$ cat config.mk
export PLATFORM = sky130hd
export DESIGN_NAME = sensor_irq_and_command_pacing
export DESIGN_NICKNAME = d
export VERILOG_FILES = /design/src/rtl/alert_pkg.sv /design/src/rtl/sensor_irq_and_command_pacing.sv
export SDC_FILE = /design/constraint.sdc
export NUM_CORES = 1
export LEC_CHECK = 0
export BUFFER_PORTS_ARGS = -buffer_cell sky130_fd_sc_hd__buf_2
export CAP_MARGIN = 40
export CORE_ASPECT_RATIO = 1.2
export CORE_MARGIN = 4
export CORE_UTILIZATION = 50
export CTS_BUF_LIST = sky130_fd_sc_hd__clkbuf_8
export CTS_CLUSTER_DIAMETER = 120
export DETAILED_ROUTE_END_ITERATION = 12
export GPL_ROUTABILITY_DRIVEN = 0
export MAX_ROUTING_LAYER = met4
export PLACE_DENSITY_LB_ADDON = 0.1
export RECOVER_POWER = 100
export SLEW_MARGIN = 20
export SYNTH_ARGS = -nofsm -noshare
export SYNTH_HDL_FRONTEND = slang
export SYNTH_SLANG_ARGS = --single-unit
$ cat constraint.sdc
create_clock -name clk -period 3.6 [get_ports clk]
set_input_delay 0.36 -clock clk [delete_from_list [all_inputs] [get_ports clk]]
set_output_delay 0.36 -clock clk [all_outputs]
set_load 0.05 [all_outputs]
$ cat src/rtl/alert_pkg.sv
/*
 * Constants for the alert and command-pacing block of the optical
 * proximity / ambient-light sensor: register indices, field positions,
 * reset values.
 * Assumes a host-side serial front end that turns bus frames into
 * single-cycle register read and write strobes on the core clock.
 */
package alert_pkg;

    // ********************************************************************
    // Register indices on the internal register port
    // ********************************************************************
    localparam logic [7:0] PIN_CONFIG_IDX   = 8'h00;
    localparam logic [7:0] SOURCE_MASK_IDX  = 8'h01;
    localparam logic [7:0] SELECT_A_IDX     = 8'h02;
    localparam logic [7:0] SELECT_B_IDX     = 8'h03;
    localparam logic [7:0] FLAGS_IDX        = 8'h04;
    localparam logic [7:0] DRIVE_AB_IDX     = 8'h05;
    localparam logic [7:0] DRIVE_C_IDX      = 8'h06;
    localparam logic [7:0] PICK_AB_IDX      = 8'h07;
    localparam logic [7:0] PICK_C_IDX       = 8'h08;
    localparam logic [7:0] RATE_IDX         = 8'h09;
    localparam logic [7:0] REPLY_IDX        = 8'h0a;
    localparam logic [7:0] CHIP_STATE_IDX   = 8'h0b;

    // ********************************************************************
    // Field positions
    // ********************************************************************
    localparam int PIN_OE_BIT       = 0;  // Pin output enable
    localparam int PIN_POLICY_BIT   = 1;  // Clear policy
    localparam int AMBIENT_LSB      = 0;  // Two-bit ambient field
    localparam int PROX_ONE_BIT     = 2;
    localparam int PROX_TWO_BIT     = 3;
    localparam int PROX_THREE_BIT   = 4;
    localparam int NUM_SOURCES      = 5;
    localparam int PROX_ONE_SEL_LSB = 4;  // In select_a
    localparam int PROX_TWO_SEL_LSB = 6;  // In select_a
    localparam int PROX_THREE_SEL_LSB = 0; // In select_b
    localparam int AMBIENT_SEL_LSB  = 0;  // Three bits in select_a
    localparam int PICK_ONE_LSB     = 0;  // In pick_ab, three bits
    localparam int PICK_TWO_LSB     = 4;  // In pick_ab, three bits
    localparam int PICK_THREE_LSB   = 0;  // In pick_c, three bits
    localparam int CURRENT_A_LSB    = 0;  // In drive_ab, four bits
    localparam int CURRENT_B_LSB    = 4;  // In drive_ab, four bits
    localparam int CURRENT_C_LSB    = 0;  // In drive_c, four bits

    // ********************************************************************
    // Reset values
    // ********************************************************************
    localparam logic [7:0] CONFIG_RESET  = 8'h00;
    localparam logic [4:0] FLAGS_RESET   = 5'h00;
    localparam logic [3:0] COUNT_RESET   = 4'h0;
    localparam logic [7:0] READ_RESET    = 8'h00;

endpackage

$ cat src/rtl/sensor_irq_and_command_pacing.sv
/*
 * Alert generation and reply counter for the sensor core: the pin
 * configuration, source mask, trigger selects, emitter picks and drive
 * codes, the sticky alert flags, and the reply counter that the host
 * polls to pace its commands.
 * Assumes a serial front end on the same clock that issues one-cycle
 * register strobes, and a measurement sequencer on the same clock that
 * pulses source events, command completion and no-operation.
 */
// Functional notes
// - Forced result shows on pin or flags; here on neither unless its source mask bit is set
// - Pin driven only when enable bit set
// - Pin asserts when mask AND flags nonzero
// - Policy bit selects how pin deasserts
// - Writing one clears only that flag
// - Prox bits 2..4, ambient bits 1:0
// - Trigger select fields at documented positions
// - Emitter pick fields at documented positions
// - Drive current codes at documented positions
// - Reply holds zero nibble plus circular counter
`timescale 1ns/1ps

module sensor_irq_and_command_pacing (
    input  wire logic                        clk,
    input  wire logic                        nrst,
    input  wire logic                        ce,
    input  wire logic                        reg_wr,
    input  wire logic                        reg_rd,
    input  wire logic [7:0]                  reg_addr,
    input  wire logic [7:0]                  reg_wdata,
    output logic      [7:0]                  reg_rdata,
    input  wire logic [alert_pkg::NUM_SOURCES-1:0] source_event,
    input  wire logic                        cmd_done,
    input  wire logic                        cmd_nop,
    input  wire logic [7:0]                  chip_state,
    output logic      [7:0]                  autonomous_rate,
    output logic      [1:0]                  prox_one_trigger_sel,
    output logic      [1:0]                  prox_two_trigger_sel,
    output logic      [1:0]                  prox_three_trigger_sel,
    output logic      [2:0]                  ambient_trigger_sel,
    output logic      [2:0]                  emitter_pick_one,
    output logic      [2:0]                  emitter_pick_two,
    output logic      [2:0]                  emitter_pick_c,
    output logic      [3:0]                  emitter_a_current,
    output logic      [3:0]                  emitter_b_current,
    output logic      [3:0]                  emitter_c_current,
    output logic                             alert_pin_out,
    output logic                             alert_pin_oe
);

    // ********************************************************************
    // State
    // ********************************************************************
    logic [7:0] alert_pin_config_r, alert_pin_config_nxt;
    logic [7:0] alert_source_mask_r, alert_source_mask_nxt;
    logic [7:0] alert_select_a_r, alert_select_a_nxt;
    logic [7:0] alert_select_b_r, alert_select_b_nxt;
    logic [7:0] emitter_drive_ab_r, emitter_drive_ab_nxt;
    logic [7:0] emitter_drive_c_r, emitter_drive_c_nxt;
    logic [7:0] emitter_pick_ab_r, emitter_pick_ab_nxt;
    logic [7:0] emitter_pick_c_r, emitter_pick_c_nxt;
    logic [7:0] autonomous_rate_r, autonomous_rate_nxt;
    logic [alert_pkg::NUM_SOURCES-1:0] alert_flags_r, alert_flags_nxt;
    logic [3:0] reply_count_r, reply_count_nxt;
    logic [7:0] rdata_r, rdata_nxt;
    logic       alert_active_r, alert_active_nxt;

    logic       wr_hit_flags;
    logic       rd_hit_flags;
    logic [alert_pkg::NUM_SOURCES-1:0] flag_clear;
    logic [alert_pkg::NUM_SOURCES-1:0] flag_set;

    // Read or write strobe aimed at one register index
    function automatic logic hit(input logic       stb,
                                 input logic [7:0] addr,
                                 input logic [7:0] idx);
        hit = stb && (addr == idx);
    endfunction

    // Register or keep, used for every plain read/write register
    function automatic logic [7:0] rw_next(input logic       stb,
                                           input logic [7:0] addr,
                                           input logic [7:0] idx,
                                           input logic [7:0] wdata,
                                           input logic [7:0] cur);
        rw_next = hit(stb, addr, idx) ? wdata : cur;
    endfunction

    // ********************************************************************
    // Configuration registers
    // ********************************************************************
    // Plain storage; the sequencer reads the fields directly
    always_comb begin
        alert_pin_config_nxt = rw_next(reg_wr, reg_addr,
            alert_pkg::PIN_CONFIG_IDX, reg_wdata, alert_pin_config_r);
        alert_source_mask_nxt = rw_next(reg_wr, reg_addr,
            alert_pkg::SOURCE_MASK_IDX, reg_wdata, alert_source_mask_r);
        alert_select_a_nxt = rw_next(reg_wr, reg_addr,
            alert_pkg::SELECT_A_IDX, reg_wdata, alert_select_a_r);
        alert_select_b_nxt = rw_next(reg_wr, reg_addr,
            alert_pkg::SELECT_B_IDX, reg_wdata, alert_select_b_r);
        emitter_drive_ab_nxt = rw_next(reg_wr, reg_addr,
            alert_pkg::DRIVE_AB_IDX, reg_wdata, emitter_drive_ab_r);
        emitter_drive_c_nxt = rw_next(reg_wr, reg_addr,
            alert_pkg::DRIVE_C_IDX, reg_wdata, emitter_drive_c_r);
        emitter_pick_ab_nxt = rw_next(reg_wr, reg_addr,
            alert_pkg::PICK_AB_IDX, reg_wdata, emitter_pick_ab_r);
        emitter_pick_c_nxt = rw_next(reg_wr, reg_addr,
            alert_pkg::PICK_C_IDX, reg_wdata, emitter_pick_c_r);
        // Zero here stops autonomous measuring in the sequencer
        autonomous_rate_nxt = rw_next(reg_wr, reg_addr,
            alert_pkg::RATE_IDX, reg_wdata, autonomous_rate_r);
    end

    always_ff @(posedge clk) begin
        if (!nrst) begin
            alert_pin_config_r  <= alert_pkg::CONFIG_RESET;
            alert_source_mask_r <= alert_pkg::CONFIG_RESET;
            alert_select_a_r    <= alert_pkg::CONFIG_RESET;
            alert_select_b_r    <= alert_pkg::CONFIG_RESET;
            emitter_drive_ab_r  <= alert_pkg::CONFIG_RESET;
            emitter_drive_c_r   <= alert_pkg::CONFIG_RESET;
            emitter_pick_ab_r   <= alert_pkg::CONFIG_RESET;
            emitter_pick_c_r    <= alert_pkg::CONFIG_RESET;
            autonomous_rate_r   <= alert_pkg::CONFIG_RESET;
        end else if (ce) begin
            alert_pin_config_r  <= alert_pin_config_nxt;
            alert_source_mask_r <= alert_source_mask_nxt;
            alert_select_a_r    <= alert_select_a_nxt;
            alert_select_b_r    <= alert_select_b_nxt;
            emitter_drive_ab_r  <= emitter_drive_ab_nxt;
            emitter_drive_c_r   <= emitter_drive_c_nxt;
            emitter_pick_ab_r   <= emitter_pick_ab_nxt;
            emitter_pick_c_r    <= emitter_pick_c_nxt;
            autonomous_rate_r   <= autonomous_rate_nxt;
        end
    end

    // Field taps toward the sequencer and emitter drivers
    assign autonomous_rate        = autonomous_rate_r;
    assign prox_one_trigger_sel   =
        alert_select_a_r[alert_pkg::PROX_ONE_SEL_LSB +: 2];
    assign prox_two_trigger_sel   =
        alert_select_a_r[alert_pkg::PROX_TWO_SEL_LSB +: 2];
    assign prox_three_trigger_sel =
        alert_select_b_r[alert_pkg::PROX_THREE_SEL_LSB +: 2];
    assign ambient_trigger_sel    =
        alert_select_a_r[alert_pkg::AMBIENT_SEL_LSB +: 3];
    assign emitter_pick_one  =
        emitter_pick_ab_r[alert_pkg::PICK_ONE_LSB +: 3];
    assign emitter_pick_two  =
        emitter_pick_ab_r[alert_pkg::PICK_TWO_LSB +: 3];
    assign emitter_pick_c    =
        emitter_pick_c_r[alert_pkg::PICK_THREE_LSB +: 3];
    assign emitter_a_current =
        emitter_drive_ab_r[alert_pkg::CURRENT_A_LSB +: 4];
    assign emitter_b_current =
        emitter_drive_ab_r[alert_pkg::CURRENT_B_LSB +: 4];
    assign emitter_c_current =
        emitter_drive_c_r[alert_pkg::CURRENT_C_LSB +: 4];

    // ********************************************************************
    // Alert flags, reply counter, pin
    // ********************************************************************
    // Event bits map to sources: ambient 1:0, prox one..three 2..4
    // Set beats clear so an event in the clearing cycle is kept.
    // Policy one clears on a flag read instead of a write
    always_comb begin
        wr_hit_flags = hit(reg_wr, reg_addr, alert_pkg::FLAGS_IDX);
        rd_hit_flags = hit(reg_rd, reg_addr, alert_pkg::FLAGS_IDX);
        flag_set = source_event
                 & alert_source_mask_r[alert_pkg::NUM_SOURCES-1:0];
        flag_clear = '0;
        if (!alert_pin_config_r[alert_pkg::PIN_POLICY_BIT] && wr_hit_flags)
            flag_clear = reg_wdata[alert_pkg::NUM_SOURCES-1:0];
        else if (alert_pin_config_r[alert_pkg::PIN_POLICY_BIT]
                 && rd_hit_flags)
            flag_clear = '1;
        alert_flags_nxt = (alert_flags_r & ~flag_clear) | flag_set;
        // Pin follows the registered AND, so it drops one cycle late
        alert_active_nxt = |(alert_source_mask_r[alert_pkg::NUM_SOURCES-1:0]
                             & alert_flags_r);
        // No-op clears, completion steps modulo sixteen
        if (cmd_nop)
            reply_count_nxt = alert_pkg::COUNT_RESET;
        else if (cmd_done)
            reply_count_nxt = reply_count_r + 4'h1;
        else
            reply_count_nxt = reply_count_r;
    end

    always_ff @(posedge clk) begin
        if (!nrst) begin
            alert_flags_r  <= alert_pkg::FLAGS_RESET;
            reply_count_r  <= alert_pkg::COUNT_RESET;
            alert_active_r <= 1'b0;
        end else if (ce) begin
            alert_flags_r  <= alert_flags_nxt;
            reply_count_r  <= reply_count_nxt;
            alert_active_r <= alert_active_nxt;
        end
    end

    // Open-drain, active low: only ever pulls down, and only when enabled.
    // A forced measurement finishing shows in the flags only when its source mask bit is set, and here only when the pin is also enabled
    assign alert_pin_out = 1'b0;
    assign alert_pin_oe  = alert_active_r
                         & alert_pin_config_r[alert_pkg::PIN_OE_BIT];

    // ********************************************************************
    // Read port
    // ********************************************************************
    // Data comes from a flop one cycle after the read strobe; unmapped
    // indices read zero so a polling host never sees stale bytes
    always_comb begin
        rdata_nxt = rdata_r;
        if (reg_rd) begin
            case (reg_addr)
                alert_pkg::PIN_CONFIG_IDX:  rdata_nxt = alert_pin_config_r;
                alert_pkg::SOURCE_MASK_IDX: rdata_nxt = alert_source_mask_r;
                alert_pkg::SELECT_A_IDX:    rdata_nxt = alert_select_a_r;
                alert_pkg::SELECT_B_IDX:    rdata_nxt = alert_select_b_r;
                alert_pkg::FLAGS_IDX:
                    rdata_nxt = {3'h0, alert_flags_r};
                alert_pkg::DRIVE_AB_IDX:    rdata_nxt = emitter_drive_ab_r;
                alert_pkg::DRIVE_C_IDX:     rdata_nxt = emitter_drive_c_r;
                alert_pkg::PICK_AB_IDX:     rdata_nxt = emitter_pick_ab_r;
                alert_pkg::PICK_C_IDX:      rdata_nxt = emitter_pick_c_r;
                alert_pkg::RATE_IDX:        rdata_nxt = autonomous_rate_r;
                // Upper nibble zero in the error-free state
                alert_pkg::REPLY_IDX:
                    rdata_nxt = {4'h0, reply_count_r};
                // Host polls this for idle before a command
                alert_pkg::CHIP_STATE_IDX:  rdata_nxt = chip_state;
                default:                    rdata_nxt = 8'h00;
            endcase
        end
    end

    always_ff @(posedge clk) begin
        if (!nrst)
            rdata_r <= alert_pkg::READ_RESET;
        else if (ce)
            rdata_r <= rdata_nxt;
    end

    assign reg_rdata = rdata_r;

    // ********************************************************************
    // Checks
    // ********************************************************************
    pin_enable_gate_a: assert property (
        @(posedge clk) disable iff (!nrst)
        !alert_pin_config_r[alert_pkg::PIN_OE_BIT] |-> !alert_pin_oe)
        else $error("alert pin driven while output disabled");

    pin_and_follow_a: assert property (
        @(posedge clk) disable iff (!nrst)
        ce && (|(alert_source_mask_r[4:0] & alert_flags_r))
        && alert_pin_config_r[0]
        && !(reg_wr && reg_addr == alert_pkg::PIN_CONFIG_IDX)
        |=> alert_pin_oe)
        else $error("alert pin not asserted for masked flag");

    pin_release_late_a: assert property (
        @(posedge clk) disable iff (!nrst)
        ce && !(|(alert_source_mask_r[4:0] & alert_flags_r))
        |=> !alert_active_r)
        else $error("alert pin did not release after clear");

    flag_w1c_only_a: assert property (
        @(posedge clk) disable iff (!nrst)
        ce && reg_wr && reg_addr == alert_pkg::FLAGS_IDX
        && !alert_pin_config_r[1] && source_event == 5'h00
        |=> alert_flags_r == ($past(alert_flags_r) & ~$past(reg_wdata[4:0])))
        else $error("flag write cleared wrong bits");

    flag_set_wins_a: assert property (
        @(posedge clk) disable iff (!nrst)
        ce && source_event[alert_pkg::PROX_ONE_BIT]
        && alert_source_mask_r[alert_pkg::PROX_ONE_BIT]
        |=> alert_flags_r[alert_pkg::PROX_ONE_BIT])
        else $error("enabled proximity event lost");

    policy_read_clear_a: assert property (
        @(posedge clk) disable iff (!nrst)
        ce && reg_rd && reg_addr == alert_pkg::FLAGS_IDX
        && alert_pin_config_r[1] && !reg_wr && source_event == 5'h00
        |=> alert_flags_r == 5'h00 ##1 !alert_active_r)
        else $error("flag read did not clear under policy one");

    reply_count_step_a: assert property (
        @(posedge clk) disable iff (!nrst)
        ce && cmd_done && !cmd_nop
        |=> reply_count_r == $past(reply_count_r) + 4'h1)
        else $error("reply counter did not advance");

    reply_nop_clear_a: assert property (
        @(posedge clk) disable iff (!nrst)
        ce && cmd_nop |=> reply_count_r == alert_pkg::COUNT_RESET)
        else $error("reply not zero after no-operation");

    reply_read_form_a: assert property (
        @(posedge clk) disable iff (!nrst)
        ce && reg_rd && reg_addr == alert_pkg::REPLY_IDX
        |=> reg_rdata == {4'h0, $past(reply_count_r)})
        else $error("reply read lost its zero upper nibble");

    forced_done_show_a: assert property (
        @(posedge clk) disable iff (!nrst)
        ce && (|flag_set) && !reg_wr && !reg_rd |=> alert_flags_r != 5'h00)
        else $error("completion event not visible in flags");

endmodule

==> results of run 1 <==
[state kept, by name, summed over array words and instances, names as in the netlist]
name                 flops
alert_select_a_r         8
emitter_drive_c_r        8
alert_source_mask_r      8
emitter_pick_c_r         8
emitter_drive_ab_r       8
autonomous_rate          8
alert_select_b_r         8
reg_rdata                8
reply_count_r            4
alert_active_r           1
emitter_pick_ab_r        8
alert_pin_config_r       8
alert_flags_r            5
[worst max-delay path, delay by kind of cell]
kind / cells / cell delay, ns
muxes: 1 / 0.25
buffers and inverters: 2 / 1.26
and+or+nand+nor: 4 / 1.22
[per-stage QoR]
step / hold WS [ns] / setup WS (ns) / cells / total power, W / util
after detailed placement: 0.445 / 0.895 / 672 / 0.00117 / 0.541
after floorplan: 0.428 / 1.41 / 527 / 0.00112 / -
final: 0.277 / 0.747 / 688 / 0.00196 / 0.557
after CTS: 0.263 / 1.30 / 686 / 0.00197 / 0.566
after global routing: 0.288 / 0.662 / 688 / 0.00202 / 0.557
after global placement: 0.437 / 0.980 / 672 / 0.00117 / 0.541
[power groups by stage]
stage,sequential [W],clock [W],combinational [W]
final,0.000998,0.000812,0.000150
after global routing,0.000999,0.000865,0.000159
after CTS,0.000998,0.000823,0.000148
after detailed placement,0.00102,0,0.000148
after global placement,0.00102,0,0.000146
after floorplan,0.00102,0,0.0000923
[synthesized netlist by cell type, types with 2 or more instances]
master,count,area [sq um]
a32o_1,2,20.0
nand2b_1,2,12.5
a2bb2oi_1,2,17.5
a21oi_1,9,45.0
o22ai_1,7,43.8
buf_2,2,10.0
a22o_1,3,26.3
nor2b_1,52,325
nor3_2,5,50.1
a221oi_1,3,26.3
nand2_1,84,315
a32oi_1,3,26.3
mux2i_1,47,470
dfxtp_1,90,1800
and3_1,2,12.5
nor2_1,11,41.3
a222oi_1,2,20.0
nor3_4,2,32.5
mux4_2,2,45.0
clkbuf_1,33,124
buf_1,2,7.51
a21boi_0,31,233
buf_4,23,173
mux2_2,5,56.3
o21ai_0,19,95.1
a21boi_1,8,60.1
and2_1,8,50.1
o2bb2ai_1,2,17.5
a22oi_1,20,150
buf_6,2,22.5
a31oi_1,7,43.8
nand3_1,17,85.1
[cells by family (layout without fill, tap and decap cells)]
| logic type | Yosys count | in the layout |
|---|---|---|
| adders and majority gates | 1 | 1 |
| AOI/OAI and AO/OA | 125 | 125 |
| other | 1 | 1 |
| and+or+nand+nor | 193 | 193 |
| muxes | 54 | 54 |
| DFF | 90 | 90 |
| buffers and inverters | 63 | 104 |
[cell usage in the layout, fill, tap and decap left out, types with 9 or more instances in the layout]
master	instances
dfxtp_1	90
nand2_1	84
clkbuf_1	54
nor2b_1	52
mux2i_1	47
a21boi_0	39
buf_2	33
a22oi_1	20
o21ai_0	19
nand3_1	17
nor2_1	11
a21oi_1	9
clkbuf_8	9
[how the worst min path moves through the flow]
stage	cells past startpoint	from	slack (ns)	to
final	3	source_event[3]	0.28	alert_flags_r[3]
after global routing	3	source_event[2]	0.29	alert_flags_r[2]
after CTS	3	source_event[0]	0.26	alert_flags_r[0]
after detailed placement	2	alert_pin_config_r[4]	0.44	alert_pin_config_r[4]
after global placement	2	alert_pin_config_r[6]	0.44	alert_pin_config_r[6]
after floorplan	2	alert_pin_config_r[6]	0.43	alert_pin_config_r[6]
[area by class of cell]
class                      instances  share of cell area
multi-input combinational        374               0.490
sequential                        90               0.358
timing repair buffer              89              0.0761
tap                              120              0.0298
clock buffer                       9              0.0246
clock inverter                     5              0.0209
inverter                           1            0.000746
[per-layer routing]
metal	GRT usage	wire length (um)
met5	-	0
met3	0.0406	1070
met2	0.418	6600
met4	0.138	500
met1	0.372	6180
==> flow_summary.json, run 1 <==
{
  "outcome": "finished, violations left",
  "failed_checks": "capacitance limit, slew limit",
  "clkSlewWorstSetupHoldPaths_ns": 0.09,
  "synth_seq_area_share": 0.390,
  "cts-resized-gates": 0,
  "finalSetupViolCount": 0,
  "grt_use_total": 0.281,
  "switchingPower_w": 0.000463,
  "die_area_sq_mm": 0.0109,
  "p_sw_frac": 0.236,
  "dieHeight_um": 113,
  "critical_path.startpoint": "reg_addr[2]",
  "cts_hold_buf": 0,
  "clock.fmax_ghz": 0.350,
  "cts_tree": "yes",
  "drv_cap": 1,
  "min_path_type": "in -> reg",
  "synth-edff-count": 0,
  "min_period_over_period": 0.793,
  "cts-root-buf": "clkbuf_8",
  "drt_first_pass_iters": 5,
  "fillers": 890,
  "rows": 38,
  "cts_made_buffers": 9,
  "wl_per_cell_um": 20.9,
  "crit_slowest_cell": "clkbuf_1",
  "synth_ff_type": "dfxtp_1",
  "drt_iter0_drc": 327,
  "yosysUniqueCellTypes": 52,
  "seq_power_share": 0.509,
  "clockBufferDepth": 2,
  "clk_latency_ns": 0.36,
  "rsz0062_at_grt": "false",
  "grt_max_degree": 49,
  "synth.avg_cell_area_sq_um": 8.78,
  "synth_xor_area_frac": 0,
  "cp-endpoint": "emitter_pick_ab_r[7]",
  "ys_ff_latch": 90,
  "dp_hpwl_um": 10100,
  "slew_headroom": -0.188,
  "reg2regPathDepth": 4,
  "max_stage_delay_ns": 0.76,
  "arrival_ns": 3.12,
  "synthMuxAreaShare": 0.124,
  "p_int_w": 0.00150,
  "clock_skew_ns": 0.00896,
  "path_max_fanout": 18,
  "core_sq_mm": 0.00903,
  "num_io_pins": 84,
  "fin_setup_tns_ns": 0,
  "critPathLaunchType": "primary input",
  "grt_pass1_vias": 3853,
  "dpl_cell_area_sq_mm": 0.00489,
  "power.density_mw_per_mm2": 390,
  "drv_slew": 49,
  "synth_adder_area_share": 0.00270,
  "drive_gt1_frac": 0.109,
  "cts_max_level": 3,
  "insertedDiodeCount": 0,
  "regToRegStartpoint": "reply_count_r[0]",
  "clkPwrFrac": 0.414,
  "multiInputGateArea_sq_mm": 0.00246,
  "syn_nets": 564,
  "path_class": "in -> reg",
  "fin_area_sq_mm": 0.00503,
  "via_per_inst": 5.89,
  "cp-end-kind": "register",
  "p_comb_frac": 0.076,
  "synth-compound-area-share": 0.191,
  "numPortBuffers": 82,
  "worst_pin_slew_ns": 1.78,
  "crit_required_ns": 3.87,
  "async_reset_ff_frac": 0,
  "finalHoldViolations": 0,
  "final_nets": 602,
  "synth_area_sq_mm": 0.00463,
  "drc": 0,
  "final_antenna_net_count": 0,
  "period_needed_ns": 2.85,
  "numClockSinks": 90,
  "ir_worst_vdd_mv": 0.206,
  "vias": 4050,
  "rrSetupSlack_ns": 2.19,
  "area_delta_synth_final_pct": 8.79,
  "rr_endpoint": "reg_rdata[0]",
  "synth_top_family_by_area": "simple AND/OR/NAND/NOR gates",
  "cts_setup_buffers": 0,
  "syn_inst": 527,
  "leakagePower_nw": 1.61,
  "ys_warn_count": 0,
  "start_util": 0.512,
  "path_cells": "clkbuf_1 > nor2b_1 > nand2_1 > nor3_1 > clkbuf_1 > mux2i_1 > nor2b_1",
  "synthSimpleGateAreaFrac": 0.219,
  "seq_area_sq_mm": 0.00180,
  "grt-ovfl-total": 0,
  "die_x_um": 95.8,
  "grt_pass1_wl_um": 22000,
  "antenna_found_initial": 0,
  "routed_wl_um": 14400
}
(Power assumes the default switching activity.)
==> run 2: changes to the inputs <==
Clock period 3.6 ns to 2.7 ns, I/O delays scaled along.
==> flow_summary.json, run 2 (synthesis gave the netlist of run 1 again) <==
{
  "route.met2.wl_um": 6560,
  "path_max_fanout": 8,
  "ir_worst_vdd_mv": 0.257,
  "path_class": "in -> reg",
  "crit_required_ns": 2.97,
  "drv_slew": 0,
  "wl_met3_um": 1070,
  "min_period_over_period": 0.825,
  "grt-ovfl-total": 0,
  "leakagePower_nw": 1.69,
  "clock.fmax_ghz": 0.449,
  "dieHeight_um": 113,
  "final_cell_mix": "dfxtp_1 (90), nand2_1 (84), nor2b_1 (52), clkbuf_1 (51), mux2i_1 (47)",
  "vias": 4119,
  "insertedDiodeCount": 0,
  "period_needed_ns": 2.23,
  "via_per_inst": 5.89,
  "cts-root-buf": "clkbuf_8",
  "clock_skew_ns": 0.00850,
  "regToRegStartpoint": "reply_count_r[0]",
  "grt_use_total": 0.275,
  "core_sq_mm": 0.00903,
  "met1Wirelength_um": 6020,
  "power.density_mw_per_mm2": 549,
  "placed_cells": 683,
  "slew_headroom": 0.276,
  "numPortBuffers": 82,
  "area_delta_synth_final_pct": 10.9,
  "hold_end": "alert_flags_r[2]",
  "layout_commonest_cell": "dfxtp_1",
  "drt_iter0_drc": 284,
  "cts_max_level": 3,
  "grt_max_degree": 47,
  "grt_pass1_wl_um": 21700,
  "final_nets": 611,
  "start_util": 0.512,
  "routed_wl_um": 14200,
  "clkSlewWorstSetupHoldPaths_ns": 0.09,
  "final_antenna_net_count": 0,
  "cp-end-kind": "register",
  "drt_first_pass_iters": 5,
  "rr_endpoint": "reg_rdata[0]",
  "finalSetupViolCount": 0,
  "cts_tree": "yes",
  "cts_made_buffers": 9,
  "drv_cap": 0,
  "min_from": "source_event[2]",
  "arrival_ns": 2.50,
  "worstHoldPathCells": 3,
  "antenna_found_initial": 0,
  "rows": 38,
  "num_io_pins": 84,
  "worst_pin_slew_ns": 1.08,
  "rrSetupSlack_ns": 1.31,
  "min_path_type": "in -> reg",
  "die_x_um": 95.8,
  "reg2regPathDepth": 4,
  "numClockSinks": 90,
  "clockBufferDepth": 2,
  "cts-resized-gates": 0,
  "outcome": "finished clean",
  "fin_setup_tns_ns": 0,
  "finalHoldViolations": 0,
  "clk_latency_ns": 0.36,
  "dp_hpwl_um": 10200,
  "cts_setup_buffers": 0,
  "critPathLaunchType": "primary input",
  "grt_pass1_vias": 3894,
  "top_layer": "met4",
  "drc": 0,
  "rsz0062_at_grt": "false",
  "wl_per_cell_um": 20.3,
  "die_area_sq_mm": 0.0109,
  "layout.cells.non_filler": 699,
  "cts_hold_buf": 0,
  "drive_gt1_frac": 0.124
}
[run 2: routing by layer]
layer  global-route usage  up-vias
met2                0.411      187
li1                     -     1932
met1                0.361     1961
met4                0.120        0
met3               0.0485       39
met5                    -        -
[run 2: how the worst max path moves through the flow]
stage,end,startpoint,slack (ns),cells after the start
after floorplan,alert_source_mask_r[0],reg_addr[5],0.60,7
after global placement,alert_source_mask_r[6],reg_addr[5],0.42,6
after detailed placement,alert_source_mask_r[7],reg_addr[5],0.37,6
after CTS,alert_select_b_r[7],reg_addr[5],0.75,6
after global routing,reg_rdata[4],reg_addr[5],0.31,6
final,emitter_pick_c_r[6],reg_addr[4],0.47,7
[run 2: stage by stage]
step                power [W]  hold WS [ns]  setup WS, ns  utilization  area, sq um
floorplan             0.00149         0.428         0.599            -         4630
global placement      0.00156         0.449         0.420        0.550         4970
detailed placement    0.00156         0.456         0.366        0.550         4970
CTS                   0.00284         0.170         0.751        0.581         5250
global route          0.00290         0.182         0.310        0.568         5130
finish                0.00282         0.181         0.473        0.568         5130
[run 2: final cells by class]
cell class	count	area, sq um
inverters	1	3.75
repair buffers	98	462
clock inverters	7	158
multi-input cells	374	2430
flip-flops and latches	90	1800
fillers	890	3900
clock buffers	9	124
well taps	120	150
[run 2: critical path, stage by stage]
cell	delay (ns)
buf_2	0.11
nor4_1	0.89
and2_0	0.59
nand3_1	0.17
clkbuf_1	0.22
mux2i_1	0.18
nor2b_1	0.06
[run 2: where the power goes]
part           switching (W)  total [W]  internal [W]
Sequential        0.00000234    0.00133       0.00133
Clock               0.000491    0.00129      0.000796
Combinational       0.000132   0.000198     0.0000662
